**config.mk**
```make
export PLATFORM = sky130hd
export DESIGN_NAME = psmg_regs
export DESIGN_NICKNAME = d
export VERILOG_FILES = /design/src/verilog/psmg_pkg.sv /design/src/verilog/psmg_regs.sv /design/src/verilog/psmg_gain_decode.sv
export VERILOG_INCLUDE_DIRS = /design/src /design/src/verilog
export SDC_FILE = /design/constraint.sdc
export NUM_CORES = 1
export LEC_CHECK = 0
export BUFFER_PORTS_ARGS = -buffer_cell sky130_fd_sc_hd__buf_2
export CAP_MARGIN = 20
export CELL_PAD_IN_SITES_DETAIL_PLACEMENT = 0
export CELL_PAD_IN_SITES_GLOBAL_PLACEMENT = 1
export CORE_UTILIZATION = 30
export CTS_CLUSTER_DIAMETER = 100
export DETAILED_ROUTE_END_ITERATION = 8
export GPL_TIMING_DRIVEN = 0
export PLACE_DENSITY_LB_ADDON = 0.15
export SYNTH_ARGS = -nofsm -noshare
export SYNTH_HDL_FRONTEND = slang
export SYNTH_SLANG_ARGS = --single-unit
export TNS_END_PERCENT = 100
```
**constraint.sdc**
```tcl
create_clock -name clk_in -period 1.19 [get_ports clk_in]
set_input_delay 0 -clock clk_in [delete_from_list [all_inputs] [get_ports clk_in]]
set_output_delay 0 -clock clk_in [all_outputs]
set_load 0.01 [all_outputs]
```
**src/verilog/psmg_params.svh**
```systemverilog
// register map, field layout, reset values and gain coding constants
`ifndef PSMG_PARAMS_SVH
`define PSMG_PARAMS_SVH

// register indices; byte address is four times the index
`define PSMG_IDX_PWR_SAVE 8'h17
`define PSMG_IDX_RGAIN 8'h30
`define PSMG_IDX_LGAIN 8'h31
`define PSMG_IDX_RMON 8'h32

// reset values
`define PSMG_RST_PWR_SAVE 8'h00
`define PSMG_RST_RGAIN 8'h80
`define PSMG_RST_LGAIN 8'h80
`define PSMG_RST_RMON 8'h00

// implemented bits; everything else reads zero and ignores writes
`define PSMG_MASK_PWR_SAVE 8'h8D
`define PSMG_MASK_GAIN 8'hBF
`define PSMG_MASK_MON 8'h3F

// power-save control field positions
`define PSMG_BIT_SLIDE 7
`define PSMG_BIT_HPH_SAVE 3
`define PSMG_BIT_MIC_SAVE 2
`define PSMG_BIT_OPAMP_SAVE 0

// gain field
`define PSMG_GAIN_LSB 0
`define PSMG_GAIN_MSB 5
`define PSMG_TEST_BIT 7
`define PSMG_GAIN_MUTE 6'h00
`define PSMG_GAIN_NEAR_TOP 6'h3E
`define PSMG_GAIN_TOP 6'h3F

// gain in half-dB units at the two top codes, per register
`define PSMG_RGAIN_NEAR_TOP_HDB 7'h3C
`define PSMG_LGAIN_NEAR_TOP_HDB 7'h3D
`define PSMG_MON_NEAR_TOP_HDB 7'h3D
`define PSMG_TOP_HDB 7'h3E

// offset subtracted from the code; code 1 maps to the first gain step: 0 dB (active) or 0.5 dB (monitor)
`define PSMG_ACTIVE_CODE_OFFSET 1
`define PSMG_MON_CODE_OFFSET 0

`endif

```
**src/verilog/psmg_pkg.sv**
```systemverilog
// types shared by the power-save and microphone gain register bank
package psmg_pkg;

  typedef enum logic [2:0] {
    PSMG_SEL_NONE = 3'b000,
    PSMG_SEL_PWR_SAVE = 3'b001,
    PSMG_SEL_RGAIN = 3'b010,
    PSMG_SEL_LGAIN = 3'b011,
    PSMG_SEL_RMON = 3'b100
  } psmg_reg_sel_e;

  typedef logic [7:0] psmg_byte_t;
  typedef logic [5:0] psmg_gain_code_t;
  typedef logic [6:0] psmg_half_db_t;

endpackage

```
**src/verilog/psmg_regs.sv**
```systemverilog
// power-save and microphone gain register bank behind an APB slave
//
// Operation
// - bit 7 enables slide-switch power control
// - bit 3 enables headphone amplifier power save
// - bit 2 enables microphone amplifier power save
// - bit 0 enables filter opamp power save
// - right active gain: mute, 0dB up
// - left active gain: mute, 0dB up
// - right monitor gain: mute, 0.5dB up
//
// The APB register port is this design's own decision.
`timescale 1ns/1ns
`include "psmg_params.svh"

module psmg_regs #(
  parameter int ADDR_W = 8
) (
  // clock and reset
  input wire logic clk_in,
  input wire logic srst_in,
  // apb slave
  input wire logic psel_in,
  input wire logic penable_in,
  input wire logic pwrite_in,
  input wire logic [ADDR_W-1:0] paddr_in,
  input wire logic [31:0] pwdata_in,
  input wire logic [3:0] pstrb_in,
  output logic [31:0] prdata_out,
  output logic pready_out,
  output logic pslverr_out,
  // power-save controls
  output logic slide_switch_power_enable_out,
  output logic headphone_power_save_enable_out,
  output logic mic_power_save_enable_out,
  output logic filter_opamp_power_save_enable_out,
  // raw gain codes
  output psmg_pkg::psmg_gain_code_t right_mic_gain_code_out,
  output psmg_pkg::psmg_gain_code_t left_mic_gain_code_out,
  output psmg_pkg::psmg_gain_code_t right_monitor_gain_code_out,
  // decoded gains, half-dB units, one cycle behind the codes
  output logic right_mic_mute_out,
  output psmg_pkg::psmg_half_db_t right_mic_half_db_out,
  output logic left_mic_mute_out,
  output psmg_pkg::psmg_half_db_t left_mic_half_db_out,
  output logic right_monitor_mute_out,
  output psmg_pkg::psmg_half_db_t right_monitor_half_db_out
);

  function automatic logic addr_hit(input logic [ADDR_W-1:0] addr, input logic [7:0] idx);
    addr_hit = (addr == ADDR_W'({idx, 2'b00}));
  endfunction

  function automatic psmg_pkg::psmg_reg_sel_e decode_addr(input logic [ADDR_W-1:0] addr);
    if (addr_hit(addr, `PSMG_IDX_PWR_SAVE)) begin
      decode_addr = psmg_pkg::PSMG_SEL_PWR_SAVE;
    end else if (addr_hit(addr, `PSMG_IDX_RGAIN)) begin
      decode_addr = psmg_pkg::PSMG_SEL_RGAIN;
    end else if (addr_hit(addr, `PSMG_IDX_LGAIN)) begin
      decode_addr = psmg_pkg::PSMG_SEL_LGAIN;
    end else if (addr_hit(addr, `PSMG_IDX_RMON)) begin
      decode_addr = psmg_pkg::PSMG_SEL_RMON;
    end else begin
      decode_addr = psmg_pkg::PSMG_SEL_NONE;
    end
  endfunction

  // only implemented bits take the written value
  function automatic psmg_pkg::psmg_byte_t merge_write(
    input psmg_pkg::psmg_byte_t old_val,
    input psmg_pkg::psmg_byte_t wdata,
    input psmg_pkg::psmg_byte_t mask
  );
    merge_write = (old_val & ~mask) | (wdata & mask);
  endfunction

  psmg_pkg::psmg_byte_t pwr_save_reg;
  psmg_pkg::psmg_byte_t pwr_save_next;
  psmg_pkg::psmg_byte_t rgain_reg;
  psmg_pkg::psmg_byte_t rgain_next;
  psmg_pkg::psmg_byte_t lgain_reg;
  psmg_pkg::psmg_byte_t lgain_next;
  psmg_pkg::psmg_byte_t rmon_reg;
  psmg_pkg::psmg_byte_t rmon_next;
  logic [31:0] prdata_reg;
  logic [31:0] prdata_next;
  logic pready_reg;
  logic pready_next;
  logic pslverr_reg;
  logic pslverr_next;

  psmg_pkg::psmg_reg_sel_e sel;
  psmg_pkg::psmg_byte_t read_val;
  logic setup_phase;
  logic xfer_done;
  logic wr_en;

  assign sel = decode_addr(paddr_in);
  assign setup_phase = psel_in && !penable_in;
  // writes land only at the completing edge of the access phase
  assign xfer_done = psel_in && penable_in && pready_reg;
  assign wr_en = xfer_done && pwrite_in && pstrb_in[0];

  always_comb begin
    unique case (sel)
      psmg_pkg::PSMG_SEL_PWR_SAVE: read_val = pwr_save_reg & `PSMG_MASK_PWR_SAVE;
      psmg_pkg::PSMG_SEL_RGAIN: read_val = rgain_reg & `PSMG_MASK_GAIN;
      psmg_pkg::PSMG_SEL_LGAIN: read_val = lgain_reg & `PSMG_MASK_GAIN;
      psmg_pkg::PSMG_SEL_RMON: read_val = rmon_reg & `PSMG_MASK_MON;
      default: read_val = 8'h00;
    endcase
  end

  // register file
  always_comb begin
    pwr_save_next = pwr_save_reg;
    rgain_next = rgain_reg;
    lgain_next = lgain_reg;
    rmon_next = rmon_reg;
    if (wr_en) begin
      unique case (sel)
        psmg_pkg::PSMG_SEL_PWR_SAVE: begin
          pwr_save_next = merge_write(pwr_save_reg, pwdata_in[7:0], `PSMG_MASK_PWR_SAVE);
        end
        psmg_pkg::PSMG_SEL_RGAIN: begin
          // test bit stays writable; software is expected to keep it at one
          rgain_next = merge_write(rgain_reg, pwdata_in[7:0], `PSMG_MASK_GAIN);
        end
        psmg_pkg::PSMG_SEL_LGAIN: begin
          lgain_next = merge_write(lgain_reg, pwdata_in[7:0], `PSMG_MASK_GAIN);
        end
        psmg_pkg::PSMG_SEL_RMON: begin
          rmon_next = merge_write(rmon_reg, pwdata_in[7:0], `PSMG_MASK_MON);
        end
        default: begin
          pwr_save_next = pwr_save_reg;
        end
      endcase
    end
  end

  always_ff @(posedge clk_in) begin
    if (srst_in) begin
      pwr_save_reg <= `PSMG_RST_PWR_SAVE;
      rgain_reg <= `PSMG_RST_RGAIN;
      lgain_reg <= `PSMG_RST_LGAIN;
      rmon_reg <= `PSMG_RST_RMON;
    end else begin
      pwr_save_reg <= pwr_save_next;
      rgain_reg <= rgain_next;
      lgain_reg <= lgain_next;
      rmon_reg <= rmon_next;
    end
  end

  // apb answer: read data and error captured in setup, one access cycle
  always_comb begin
    pready_next = pready_reg;
    prdata_next = prdata_reg;
    pslverr_next = pslverr_reg;
    if (setup_phase) begin
      pready_next = 1'b1;
      prdata_next = pwrite_in ? 32'h0000_0000 : {24'h00_0000, read_val};
      pslverr_next = (sel == psmg_pkg::PSMG_SEL_NONE);
    end else if (xfer_done) begin
      pready_next = 1'b0;
      pslverr_next = 1'b0;
    end
  end

  always_ff @(posedge clk_in) begin
    if (srst_in) begin
      pready_reg <= 1'b0;
      prdata_reg <= 32'h0000_0000;
      pslverr_reg <= 1'b0;
    end else begin
      pready_reg <= pready_next;
      prdata_reg <= prdata_next;
      pslverr_reg <= pslverr_next;
    end
  end

  assign pready_out = pready_reg;
  assign prdata_out = prdata_reg;
  assign pslverr_out = pslverr_reg;

  // control bits leave straight from the register flops
  assign slide_switch_power_enable_out = pwr_save_reg[`PSMG_BIT_SLIDE];
  assign headphone_power_save_enable_out = pwr_save_reg[`PSMG_BIT_HPH_SAVE];
  assign mic_power_save_enable_out = pwr_save_reg[`PSMG_BIT_MIC_SAVE];
  assign filter_opamp_power_save_enable_out = pwr_save_reg[`PSMG_BIT_OPAMP_SAVE];

  assign right_mic_gain_code_out = rgain_reg[`PSMG_GAIN_MSB:`PSMG_GAIN_LSB];
  assign left_mic_gain_code_out = lgain_reg[`PSMG_GAIN_MSB:`PSMG_GAIN_LSB];
  assign right_monitor_gain_code_out = rmon_reg[`PSMG_GAIN_MSB:`PSMG_GAIN_LSB];

  // right active curve tops out 30 dB then jumps to 31 dB
  psmg_gain_decode #(
    .CODE_OFFSET(`PSMG_ACTIVE_CODE_OFFSET),
    .NEAR_TOP_HDB(`PSMG_RGAIN_NEAR_TOP_HDB),
    .TOP_HDB(`PSMG_TOP_HDB)
  ) u_rgain_dec (
    .clk_in(clk_in),
    .srst_in(srst_in),
    .code_in(rgain_reg[`PSMG_GAIN_MSB:`PSMG_GAIN_LSB]),
    .mute_out(right_mic_mute_out),
    .half_db_out(right_mic_half_db_out)
  );

  psmg_gain_decode #(
    .CODE_OFFSET(`PSMG_ACTIVE_CODE_OFFSET),
    .NEAR_TOP_HDB(`PSMG_LGAIN_NEAR_TOP_HDB),
    .TOP_HDB(`PSMG_TOP_HDB)
  ) u_lgain_dec (
    .clk_in(clk_in),
    .srst_in(srst_in),
    .code_in(lgain_reg[`PSMG_GAIN_MSB:`PSMG_GAIN_LSB]),
    .mute_out(left_mic_mute_out),
    .half_db_out(left_mic_half_db_out)
  );

  psmg_gain_decode #(
    .CODE_OFFSET(`PSMG_MON_CODE_OFFSET),
    .NEAR_TOP_HDB(`PSMG_MON_NEAR_TOP_HDB),
    .TOP_HDB(`PSMG_TOP_HDB)
  ) u_rmon_dec (
    .clk_in(clk_in),
    .srst_in(srst_in),
    .code_in(rmon_reg[`PSMG_GAIN_MSB:`PSMG_GAIN_LSB]),
    .mute_out(right_monitor_mute_out),
    .half_db_out(right_monitor_half_db_out)
  );

endmodule

```
**src/verilog/psmg_gain_decode.sv**
```systemverilog
// gain code to mute flag and gain in half-dB steps, registered
`timescale 1ns/1ns
`include "psmg_params.svh"

module psmg_gain_decode #(
  parameter int CODE_OFFSET = `PSMG_ACTIVE_CODE_OFFSET,
  parameter psmg_pkg::psmg_half_db_t NEAR_TOP_HDB = `PSMG_LGAIN_NEAR_TOP_HDB,
  parameter psmg_pkg::psmg_half_db_t TOP_HDB = `PSMG_TOP_HDB
) (
  // clock and reset
  input wire logic clk_in,
  input wire logic srst_in,
  // code from the register
  input wire psmg_pkg::psmg_gain_code_t code_in,
  // decoded gain
  output logic mute_out,
  output psmg_pkg::psmg_half_db_t half_db_out
);

  logic mute_reg;
  logic mute_next;
  psmg_pkg::psmg_half_db_t half_db_reg;
  psmg_pkg::psmg_half_db_t half_db_next;

  // top two codes are listed per register; the right active curve is not linear there
  always_comb begin
    mute_next = (code_in == `PSMG_GAIN_MUTE);
    if (code_in == `PSMG_GAIN_MUTE) begin
      half_db_next = 7'h00;
    end else if (code_in == `PSMG_GAIN_NEAR_TOP) begin
      half_db_next = NEAR_TOP_HDB;
    end else if (code_in == `PSMG_GAIN_TOP) begin
      half_db_next = TOP_HDB;
    end else begin
      half_db_next = 7'({1'b0, code_in} - 7'(CODE_OFFSET));
    end
  end

  always_ff @(posedge clk_in) begin
    if (srst_in) begin
      mute_reg <= 1'b1;
      half_db_reg <= 7'h00;
    end else begin
      mute_reg <= mute_next;
      half_db_reg <= half_db_next;
    end
  end

  assign mute_out = mute_reg;
  assign half_db_out = half_db_reg;

endmodule

```
==> metrics.md, run 1 <==
| Metric | Value |
|---|---|
| Psw | `~0.00085 W` |
| Number of CTS-inserted buffers | `5` |
| Unrepaired setup endpoints after global routing | `yes` |
| CP Capture Type | `flip-flop` |
| Avg Inst Size Synth | `around 9.4 um^2` |
| Stages on worst setup path | `3` |
| Sum Neg Setup Slack | `-0.115 ns` |
| Dpl hpwl | `just under 5 mm` |
| YS warnings | `0` |
| Largest delay contributor family on the critical path | `simple AND/OR/NAND/NOR gates` |
| Reg power frac | `0.534` |
| Vias per cell | `around 4.4` |
| First-pass GRT wire length | `around 11 mm` |
| Distinct cells, synth | `39` |
| Setup crit start kind | `flip-flop` |
| Status | `finished with violations` |
| Drt pass-1 iters | `4` |
| Largest net degree at the start of global routing | `18` |
| Hold WC Path Type | `input pin to flip-flop` |
| Top area cells in the synthesized netlist | `dfxtp_1 42%, buf_4 11%, mux2i_1 9.8%, nor2_1 4.8%, ha_1 2.8%` |
| Logic pwr share | `0.091` |
| Sequential fraction of the synthesis area | `0.421` |
| Synth async-reset ratio | `0` |
| Crit-path cells | `or4_4, o31ai_4, nor2_1` |
| Worst skew pair latency | `0.31 ns` |
| Max stage delay on crit path | `approximately 0.54 ns` |
| Mapped Cells | `282` |
| CTS clk-pin slew, worst paths | `0.11 ns` |
| Final net count | `between 400 and 500` |
| Top cell type's share of synthesized area | `0.421` |
| Leakage power | `1.96 nW` |
| F_max | `0.795 GHz` |
| Crit path capture | `u_rmon_dec.half_db_out[0]` |
| Global route hottest layer | `met2` |
| Detailed Route WL | `6.87 mm` |
| Tot Pwr | `roughly 0.0035 W` |
| Clock buffer depth | `2` |
| Source of the critical timing path | `rmon_reg[3]` |
| Clock network power share | `0.375` |
| # DRC | `0` |
| Final hold vios | `0` |
| Main flop type after synthesis | `dfxtp_1` |
| Initial antenna violation count | `0` |
| EDFF count, synth | `0` |
| Commonest cells post-synth | `56 x dfxtp_1, 40 x buf_4, 34 x nor2_1, 26 x mux2i_1, 19 x nand2_1` |
| Core Util, Final | `0.452` |
| Count of final setup violators | `7` |
| Layout overhead on the synthesized area | `42.3%` |
| Fin Hold WS | `roughly 0.019 ns` |
| # diodes | `0` |
| Routed len/inst | `between 10 and 15 um` |
| Vias in the first global route | `about 2,100` |
| Row cnt | `33` |
| Worst relative slew slack | `0.595` |
| Reg2Reg Capture Point | `u_rmon_dec.half_db_out[0]` |
| Req. time, crit path | `about 1.4 ns` |
| GRT met2 Usage | `0.261` |
| Max Cap Viol | `0` |
| Worst slew pin tran | `a little over 0.6 ns` |
| Mapped Area | `0.00266 mm^2` |
| Gr usage total | `0.155` |
| Post-DRT Antenna Nets | `0` |
| Met1 Use GR | `0.199` |
| Failing checks | `setup timing` |
| Clock Sinks | `56` |
| Placer Congestion | `approximately 0.78` |
| Worst r2r path cells | `3` |
| Fillers | `~870` |
| Quantity of I/O buffers inserted on ports | `73` |
| Yosys top cell by area | `dfxtp_1` |
| Final WS setup | `-0.0675 ns` |
| Register Area | `between 0.001 and 0.0015 mm^2` |
| Clk_skew | `approximately 0.0061 ns` |
| Vias | `approximately 2,300` |
| Share of cells above drive strength 1 | `0.455` |
| H-tree Lvls | `2` |
| Multi-input logic area | `between 0.001 and 0.0015 mm^2` |
| #FFs+latches synth | `56` |
| Internal power | `0.00265 W` |
| Width of the die | `slightly below 100 um` |
| Crit path max fanout | `2` |
| Tcrit/Tclk final | `1.06` |
| Die area | `between 0.009 and 0.01 mm^2` |
| R2r setup slk | `-0.07 ns` |
| Fin. max-slew vios | `0` |
| Drt initial violations | `92` |
| R2R Path Start | `rmon_reg[3]` |
| Tmin final | `about 1.3 ns` |
| CORE AREA | `0.00838 mm^2` |
| GRT overflow | `0` |
| TritonCTS clock tree | `yes` |
| Crit path DAT | `around 1.5 ns` |
| Starting Density | `0.317` |
| M3 GR Usage | `0.0355` |
| CP Buf/Inv Count | `0` |
| Highest-delay cell along the critical path | `or4_4` |
| Chip height | `between 90 and 100 um` |
| VDD IR max | `~0.51 mV` |
| I/O pin cnt | `roughly 130` |
| Sw Share | `0.243` |
| Kind of critical path | `flip-flop to flip-flop` |
| PD cells | `923 mW/mm^2` |
| Root Buffer | `clkbuf_8` |
| Most frequent cell after synthesis | `dfxtp_1` |
-- worst reg2reg max path, cell delays in order (launching register included) --
cell,delay (ns)
dfxtp_4,0.36
or4_4,0.54
o31ai_4,0.21
nor2_1,0.06
-- logic make-up after synthesis --
group | Yosys count | synth area share
AOI/OAI and AO/OA | 37 | 0.0917
buffers and inverters | 53 | 0.137
other | 1 | 0.00141
muxes | 26 | 0.0978
xor gates and xnor gates | 9 | 0.0296
DFF | 56 | 0.421
adders and majority gates | 6 | 0.0282
and+or+nand+nor | 94 | 0.193
-- per-layer routing --
layer  part of all wire  up-vias
li1                   -     1159
met1               0.46     1044
met2               0.47       67
met3              0.057        5
met4              0.010        0
met5                  0        -
-- cell usage in the layout, fill, tap and decap left out, drive strengths merged, types with 2 or more instances in the layout --
| cell type | count |
|---|---|
| a211oi | 2 |
| xnor2 | 7 |
| buf | 128 |
| a21oi | 6 |
| conb | 28 |
| nand4 | 5 |
| dfxtp | 56 |
| mux2i | 26 |
| nor4b | 3 |
| or3 | 2 |
| nor4bb | 2 |
| nor2 | 34 |
| and4 | 2 |
| nand2 | 19 |
| a22o | 3 |
| and3 | 2 |
| nor3b | 3 |
| clkbuf | 9 |
| nor2b | 7 |
| and2 | 2 |
| nand2b | 2 |
| nor3 | 8 |
| o21ai | 17 |
| dlygate4sd3 | 9 |
| a22oi | 6 |
| ha | 6 |
| inv | 7 |
| xor2 | 2 |
-- metrics by stage --
step	std cells	area [um^2]	setup slack (ns)
3_5_place_dp	487	3330	-0.346
3_3_place_gp	487	3330	-0.334
2_1_floorplan	309	2840	-0.0616
4_1_cts	516	3720	-0.0820
5_1_grt	516	3780	-0.118
6_report	516	3780	-0.0675
-- worst min-delay path by stage --
stage | from | end | slack [ns] | cells after the start
CTS | psel_in | pslverr_out | 0.02 | 3
global route | psel_in | pslverr_out | 0.03 | 3
global placement | pwdata_in[7] | rgain_reg[7] | 0.25 | 3
detailed placement | pwdata_in[7] | rgain_reg[7] | 0.25 | 3
floorplan | pwdata_in[7] | lgain_reg[7] | 0.13 | 2
finish | psel_in | pslverr_out | 0.02 | 3
-- timing repair --
item / 4_1_cts / 5_1_grt
buffers inserted: 13 / 0
endpoints found under the setup margin: 40 / 35
pin swaps: 11 / 7
gates resized for setup: 30 / 19
hold buffers: 9 / 0
hold endpoints to repair: 28 / 0
-- final cells by class --
type	count	share of cell area
multi-input cells	200	0.385
clock inverters	2	0.0102
flip-flops and latches	56	0.306
clock buffers	6	0.0192
repair buffers	95	0.147
well taps	105	0.0347
plain buffers	45	0.0883
inverters	7	0.00893
-- power groups by stage --
stage / Combinational (W) / Sequential, W / Clock [W]
finish: 0.000319 / 0.00187 / 0.00131
global route: 0.000350 / 0.00187 / 0.00142
CTS: 0.000317 / 0.00187 / 0.00133
detailed placement: 0.000285 / 0.00193 / 0
global placement: 0.000286 / 0.00193 / 0
floorplan: 0.000192 / 0.00193 / 0
No activity file was read; power rests on OpenSTA's default activity.
==> run 2: changes to the inputs <==
--- a/config.mk
+++ b/config.mk
@@ -6,11 +6,12 @@
 export SDC_FILE = /design/constraint.sdc
 export NUM_CORES = 1
 export LEC_CHECK = 0
+export ABC_AREA = 1
 export BUFFER_PORTS_ARGS = -buffer_cell sky130_fd_sc_hd__buf_2
 export CAP_MARGIN = 20
 export CELL_PAD_IN_SITES_DETAIL_PLACEMENT = 0
 export CELL_PAD_IN_SITES_GLOBAL_PLACEMENT = 1
-export CORE_UTILIZATION = 30
+export CORE_UTILIZATION = 29
 export CTS_CLUSTER_DIAMETER = 100
 export DETAILED_ROUTE_END_ITERATION = 8
 export GPL_TIMING_DRIVEN = 0
==> metrics.md, run 2 <==
| Metric | Value |
|---|---|
| Distinct cells, synth | `32 (-18%)` |
| Worst skew pair latency | `0.30 ns (about the same)` |
| Worst relative slew slack | `0.568 (-0.0265)` |
| Fin. max-slew vios | `0 (unchanged)` |
| Sequential fraction of the synthesis area | `0.406 (-0.0157)` |
| # diodes | `0 (unchanged)` |
| Placed insts | `584 (+20%)` |
| Logic pwr share | `0.099 (+0.008)` |
| VDD IR max | `0.496 mV (-2.7%)` |
| Routed len/inst | `11.9 um (-10%)` |
| Status | `finished with violations` |
| Number of CTS-inserted buffers | `5 (unchanged)` |
| Starting Density | `0.299 (-0.0184)` |
| Largest delay contributor family on the critical path | `compound AO/OA/AOI/OAI gates` |
| Main flop type after synthesis | `dfxtp_1` |
| Commonest cells post-synth | `56 x dfxtp_1, 50 x nand2_1, 38 x buf_4, 33 x a21oi_1, 33 x nand3_1` |
| Core Util, Final | `0.435 (-0.0166)` |
| Mapped Area | `0.00276 mm^2 (+3.9%)` |
| Crit path max fanout | `6 (+4)` |
| Share of cells above drive strength 1 | `0.478 (+0.0227)` |
| PD cells | `816 mW/mm^2 (-12%)` |
| Clk_skew | `0.00658 ns (+0.000502 ns)` |
| Top area cells in the synthesized netlist | `dfxtp_1 41%, buf_4 10%, nand2_1 6.8%, a21oi_1 6.0%, nand3_1 6.0%` |
| Kind of critical path | `flip-flop to flip-flop` |
| Row cnt | `35 (+6.1%)` |
| Tcrit/Tclk final | `1.03 (-0.0288)` |
| Clock network power share | `0.332 (-0.043)` |
| Vias per cell | `4.21 (-4.5%)` |
| CP Buf/Inv Count | `2 (+2)` |
| Detailed Route WL | `7.43 mm (+8.1%)` |
| Failing checks | `setup timing` |
| Placer Congestion | `0.777 (unchanged)` |
| Hold WC Path Type | `input pin to flip-flop` |
| Multi-input logic area | `0.00141 mm^2 (-3.3%)` |
| Most frequent cell after synthesis | `dfxtp_1` |
| Most frequent cells in the layout | `74 x buf_2, 57 x buf_4, 48 x nand2_1` |
| Max stage delay on crit path | `0.38 ns (-0.16 ns)` |
| Clock buffer depth | `2 (unchanged)` |
| Gr usage total | `0.150 (-0.00571)` |
| Leakage power | `2.00 nW (+1.6%)` |
| Post-DRT Antenna Nets | `0 (unchanged)` |
| Reg power frac | `0.569 (+0.035)` |
| Die area | `0.00992 mm^2 (+7.3%)` |
| Worst slew pin tran | `0.647 ns (+0.0398 ns)` |
| Quantity of I/O buffers inserted on ports | `73 (unchanged)` |
| Largest net degree at the start of global routing | `17 (-1)` |
| Crit-path cells | `inv_4, ha_4, nand3_4, o21ai_4, o21bai_1, inv_1` |
| Width of the die | `99.6 um (+3.6%)` |
| Clock Sinks | `56 (unchanged)` |
| Highest-delay cell along the critical path | `dfxtp_4` |
| Final net count | `548 (+18%)` |
| #FFs+latches synth | `56 (unchanged)` |
| Root Buffer | `clkbuf_8` |
| Vias | `2,622 (+15%)` |
| Synth async-reset ratio | `0 (unchanged)` |
| Final hold vios | `0 (unchanged)` |
| TritonCTS clock tree | `yes` |
| Yosys top cell by area | `dfxtp_1` |
| Most common cell after layout, fill and taps aside | `buf_2` |
| # DRC | `0 (unchanged)` |
| Count of final setup violators | `18 (+11)` |
| Drt pass-1 iters | `4 (unchanged)` |
| Initial antenna violation count | `0 (unchanged)` |
| Internal power | `0.00247 W (-6.6%)` |
| Dpl hpwl | `5.45 mm (+12%)` |
| Crit path DAT | `1.44 ns (-0.03 ns)` |
| Mapped Cells | `355 (+26%)` |
| Req. time, crit path | `1.40 ns (about the same)` |
| Register Area | `0.00116 mm^2 (+0.11%)` |
| Avg Inst Size Synth | `7.78 um^2 (-17%)` |
| Fillers | `990 (+14%)` |
| Final cell count without fillers | `623 (+21%)` |
| YS warnings | `0 (unchanged)` |
| EDFF count, synth | `0 (unchanged)` |
| Unrepaired setup endpoints after global routing | `yes` |
| Layout overhead on the synthesized area | `45.5%` |
| Chip height | `99.6 um (+3.6%)` |
| Psw | `0.000809 W (-4.5%)` |
| I/O pin cnt | `129 (unchanged)` |
| CORE AREA | `0.00924 mm^2 (+10%)` |
| GRT overflow | `0 (unchanged)` |
| Max Cap Viol | `0 (unchanged)` |
| Top cell type's share of synthesized area | `0.406 (-0.0157)` |
| Fin Hold WS | `0.0433 ns (+0.0241 ns)` |
| Sum Neg Setup Slack | `-0.246 ns (-0.131 ns)` |
| First-pass GRT wire length | `11.7 mm (+8.8%)` |
| Tmin final | `1.22 ns (-0.0343 ns)` |
| F_max | `0.818 GHz (+2.8%)` |
| Setup crit start kind | `flip-flop` |
| Final WS setup | `-0.0332 ns (+0.0343 ns)` |
| Vias in the first global route | `2,442 (+15%)` |
| Sw Share | `0.247 (+0.00406)` |
| Drt initial violations | `107 (+16%)` |
| CP Capture Type | `flip-flop` |
| CTS clk-pin slew, worst paths | `0.10 ns (about the same)` |
| H-tree Lvls | `2 (unchanged)` |
run 2: cell count changes in the layout (fill, tap and decap cells not counted), sizes merged, moves of 10 or more:
cell,before,now
o21ai,17,27
mux2i,26,0
inv,7,42
a21oi,6,38
buf,128,142
nand2,19,53
nand3,0,36
run 2: kinds of logic after synthesis:
group	share of synthesized area
AO/OA/AOI/OAI	0.141
adder cells (fa/ha/maj)	0.0272
other	0.00136
buffers and inverters	0.184
flip-flops	0.406
XOR/XNOR	0.00951
AND/OR/NAND/NOR	0.231
run 2: layout make-up:
class | count | share of cell area
repair buffers | 107 | 0.168
well taps | 129 | 0.0402
flip-flops and latches | 56 | 0.289
clock buffers | 6 | 0.0205
clock inverters | 2 | 0.00249
multi-input cells | 235 | 0.351
plain buffers | 45 | 0.0862
inverters | 43 | 0.0430
run 2: timing repair:
item,4_1_cts,5_1_grt
setup endpoints to repair,43,38
gates resized for setup,33,45
setup buffers,12,13
hold buffers,7,1
hold endpoints to repair,14,1
cloned,0,1
pin swaps,6,9
run 2: power by group through the flow:
stage	logic, W	registers (W)	clock network [W]
after floorplan	0.000195	0.00193	0
after global placement	0.000279	0.00193	0
after detailed placement	0.000280	0.00193	0
after CTS	0.000308	0.00188	0.00115
after global routing	0.000353	0.00187	0.00123
final	0.000323	0.00187	0.00109
run 2: worst min-delay path: stages:
cell     delay, ns
buf_2         0.14
o21ai_1       0.13
a21oi_1       0.04
run 2: stage by stage:
step / worst slack, ns / cell area [um^2] / total power, W
floorplan: -0.00121 / 2890 / 0.00213
global placement: -0.224 / 3420 / 0.00221
detailed placement: -0.261 / 3420 / 0.00221
CTS: -0.0511 / 3760 / 0.00334
global route: -0.107 / 4020 / 0.00345
finish: -0.0332 / 4020 / 0.00328
run 2: metal layers:
| metal | part of all wire | track usage | vias up |
|---|---|---|---|
| li1 | - | - | 1373 |
| met1 | 0.47 | 0.190 | 1182 |
| met2 | 0.48 | 0.256 | 63 |
| met3 | 0.037 | 0.0288 | 4 |
| met4 | 0.0085 | 0.0475 | 0 |
| met5 | 0 | 0 | - |
run 2: final timing paths:
| check | cells after the start | slack, ns | from | end |
|---|---|---|---|---|
| max | 6 | -0.03 | rgain_reg[1] | u_rgain_dec.half_db_out[2] |
| min reg2reg | 2 | 0.47 | prdata_out[3] | prdata_out[3] |
| max reg2reg | 6 | -0.03 | rgain_reg[1] | u_rgain_dec.half_db_out[2] |
| min | 3 | 0.04 | pwdata_in[1] | lgain_reg[1] |
==> run 3: changes to the inputs <==
--- a/config.mk
+++ b/config.mk
@@ -15,7 +15,8 @@
 export CTS_CLUSTER_DIAMETER = 100
 export DETAILED_ROUTE_END_ITERATION = 8
 export GPL_TIMING_DRIVEN = 0
-export PLACE_DENSITY_LB_ADDON = 0.15
+export HOLD_SLACK_MARGIN = 0.15
+export PLACE_DENSITY = 0.88
 export SYNTH_ARGS = -nofsm -noshare
 export SYNTH_HDL_FRONTEND = slang
 export SYNTH_SLANG_ARGS = --single-unit
==> metrics.md, run 3 (synthesis results as in run 2) <==
| Metric | Value |
|---|---|
| Setup Slack @ Placement | `-0.225 ns (+0.0352 ns)` |
| Tmin final | `1.24 ns (+0.0196 ns)` |
| Chip height | `99.6 um (unchanged)` |
| Root Buffer | `clkbuf_8` |
| Kind of critical path | `flip-flop to flip-flop` |
| Vias per cell | `4.29 (+1.9%)` |
| Setup crit start kind | `flip-flop` |
| CP Capture Type | `flip-flop` |
| CTS clk-pin slew, worst paths | `0.10 ns (about the same)` |
| Initial antenna violation count | `0 (unchanged)` |
| First-pass GRT wire length | `12.1 mm (+3.4%)` |
| Final net count | `560 (+2.2%)` |
| Crit path max fanout | `5 (-1)` |
| Width of the die | `99.6 um (unchanged)` |
| Vias | `2,722 (+3.8%)` |
| Final hold vios | `0 (unchanged)` |
| Clock buffer depth | `2 (unchanged)` |
| Placer Congestion | `0.863 (+11%)` |
| Max stage delay on crit path | `0.36 ns (-0.02 ns)` |
| CORE AREA | `0.00924 mm^2 (unchanged)` |
| # diodes | `0 (unchanged)` |
| Hold WC Path Type | `input pin to flip-flop` |
| Unrepaired setup endpoints after global routing | `yes` |
| PD cells | `813 mW/mm^2 (-0.43%)` |
| Sum Neg Setup Slack | `-0.424 ns (-0.178 ns)` |
| VDD IR max | `0.401 mV (-19%)` |
| Crit-path cells | `nand3_4, nor2_4, buf_4, nand3_4, buf_6, o21ai_1, a21oi_1` |
| Highest-delay cell along the critical path | `dfxtp_2` |
| Sw Share | `0.256 (+0.00979)` |
| Internal power | `0.00249 W (+0.70%)` |
| Vias in the first global route | `2,463 (+0.86%)` |
| Layout overhead on the synthesized area | `49.0%` |
| Count of final setup violators | `14 (-4)` |
| Tcrit/Tclk final | `1.04 (+0.0164)` |
| Req. time, crit path | `1.40 ns (about the same)` |
| Most frequent CP cell | `nand3_4` |
| Crit path DAT | `1.46 ns (+0.02 ns)` |
| Routed len/inst | `12.4 um (+3.9%)` |
| Clk_skew | `0.0101 ns (+0.00349 ns)` |
| Worst Hold Depth | `4 (+1)` |
| Gr usage total | `0.155 (+0.00539)` |
| Share of cells above drive strength 1 | `0.482 (+0.00448)` |
| Status | `finished with violations` |
| Fin. max-slew vios | `0 (unchanged)` |
| Starting Density | `0.299 (unchanged)` |
| Final WS setup | `-0.0528 ns (-0.0196 ns)` |
| Most common cell after layout, fill and taps aside | `buf_2` |
| Number of CTS-inserted buffers | `5 (unchanged)` |
| Psw | `0.000858 W (+6.1%)` |
| Detailed Route WL | `7.86 mm (+5.9%)` |
| Worst skew pair latency | `0.32 ns (+0.02 ns)` |
| Drt pass-1 iters | `4 (unchanged)` |
| Drt initial violations | `88 (-18%)` |
| Start point of the worst hold path | `penable_in` |
| Die area | `0.00992 mm^2 (unchanged)` |
| Quantity of I/O buffers inserted on ports | `73 (unchanged)` |
| Worst r2r path cells | `7 (+1)` |
| Dpl hpwl | `5.37 mm (-1.4%)` |
| TritonCTS clock tree | `yes` |
| Clock network power share | `0.343 (+0.011)` |
| Leakage power | `2.05 nW (+2.8%)` |
| F_max | `0.805 GHz (-1.6%)` |
| Row cnt | `35 (unchanged)` |
| R2r setup slk | `-0.05 ns (-0.02 ns)` |
| WHS Endpoint | `pslverr_out` |
| Most frequent cells in the layout | `74 x buf_2, 66 x buf_4, 48 x nand2_1` |
| Failing checks | `setup timing` |
| Clock Sinks | `56 (unchanged)` |
| GRT overflow | `0 (unchanged)` |
| # DRC | `0 (unchanged)` |
| R2R Path Start | `pready_out` |
| Post-DRT Antenna Nets | `0 (unchanged)` |
| Logic pwr share | `0.101 (+0.002)` |
| Max Cap Viol | `0 (unchanged)` |
| Largest net degree at the start of global routing | `18 (+1)` |
| I/O pin cnt | `129 (unchanged)` |
| Reg power frac | `0.556 (-0.013)` |
| H-tree Lvls | `2 (unchanged)` |
| Reg2Reg Capture Point | `rmon_reg[4]` |
## run 3: cell types whose count changed in the layout (fill, tap and decap cells not counted), sizes merged
cell,change
inv,+2
clkinv,-2
dlygate4sd3,+4
buf,+8
## run 3: power by group through the flow
stage	clock, W	combinational, W	sequential [W]
final	0.00115	0.000339	0.00186
after global routing	0.00127	0.000370	0.00186
after CTS	0.00118	0.000307	0.00188
after detailed placement	0	0.000276	0.00193
after global placement	0	0.000275	0.00193
after floorplan	0	0.000195	0.00193
## run 3: worst max-delay path by stage
stage	start	endpoint	slack [ns]	cells past startpoint
floorplan	lgain_reg[2]	u_lgain_dec.half_db_out[5]	-0.001	7
global placement	rgain_reg[3]	u_rgain_dec.half_db_out[2]	-0.22	6
detailed placement	rgain_reg[3]	u_rgain_dec.half_db_out[2]	-0.23	6
CTS	pready_out	lgain_reg[2]	-0.03	7
global route	pready_out	lgain_reg[2]	-0.13	7
finish	pready_out	rmon_reg[4]	-0.05	7
## run 3: final cells by class
cell class / count / area [um^2]
plain buffers: 45 / 347
clock buffers: 6 / 82.6
clock inverters: 2 / 13.8
fillers: 943 / 5120
inverters: 43 / 179
multi-input cells: 235 / 1400
flip-flops and latches: 56 / 1170
well taps: 129 / 161
repair buffers: 119 / 763
## run 3: timing repair
action                     CTS  global route
hold buffers                 9             4
buffers inserted            12            21
gates resized for setup     25            61
hold endpoints to repair    33            13
pin swaps                    3            11
setup endpoints to repair   33            46
gates cloned                 0             1
## run 3: per-stage QoR
| step | std cells | hold slack [ns] | power [W] | utilization | instance area (um^2) |
|---|---|---|---|---|---|
| 6_report | 635 | 0.145 | 0.00335 | 0.446 | 4120 |
| 3_5_place_dp | 584 | 0.293 | 0.00220 | 0.370 | 3420 |
| 3_3_place_gp | 584 | 0.275 | 0.00220 | 0.370 | 3420 |
| 4_1_cts | 610 | 0.0169 | 0.00336 | 0.406 | 3750 |
| 5_1_grt | 635 | 0.159 | 0.00351 | 0.446 | 4120 |
| 2_1_floorplan | 382 | 0.148 | 0.00213 | - | 2890 |
## run 3: critical path: cells and delay by family, from the launching register on
kind                   cells  cell delay [ns]
AND/OR/NAND/NOR            3             0.32
buffers and inverters      2             0.29
AO/OA/AOI/OAI              2             0.17
flip-flops                 1             0.36
## run 3: routing by layer
| metal | GRT usage | routed length, um | vias to the layer above |
|---|---|---|---|
| met5 | 0 | 0 | - |
| met4 | 0.0464 | 71 | 0 |
| met3 | 0.0281 | 445 | 12 |
| met2 | 0.256 | 3810 | 86 |
| met1 | 0.206 | 3530 | 1240 |
| li1 | - | - | 1384 |
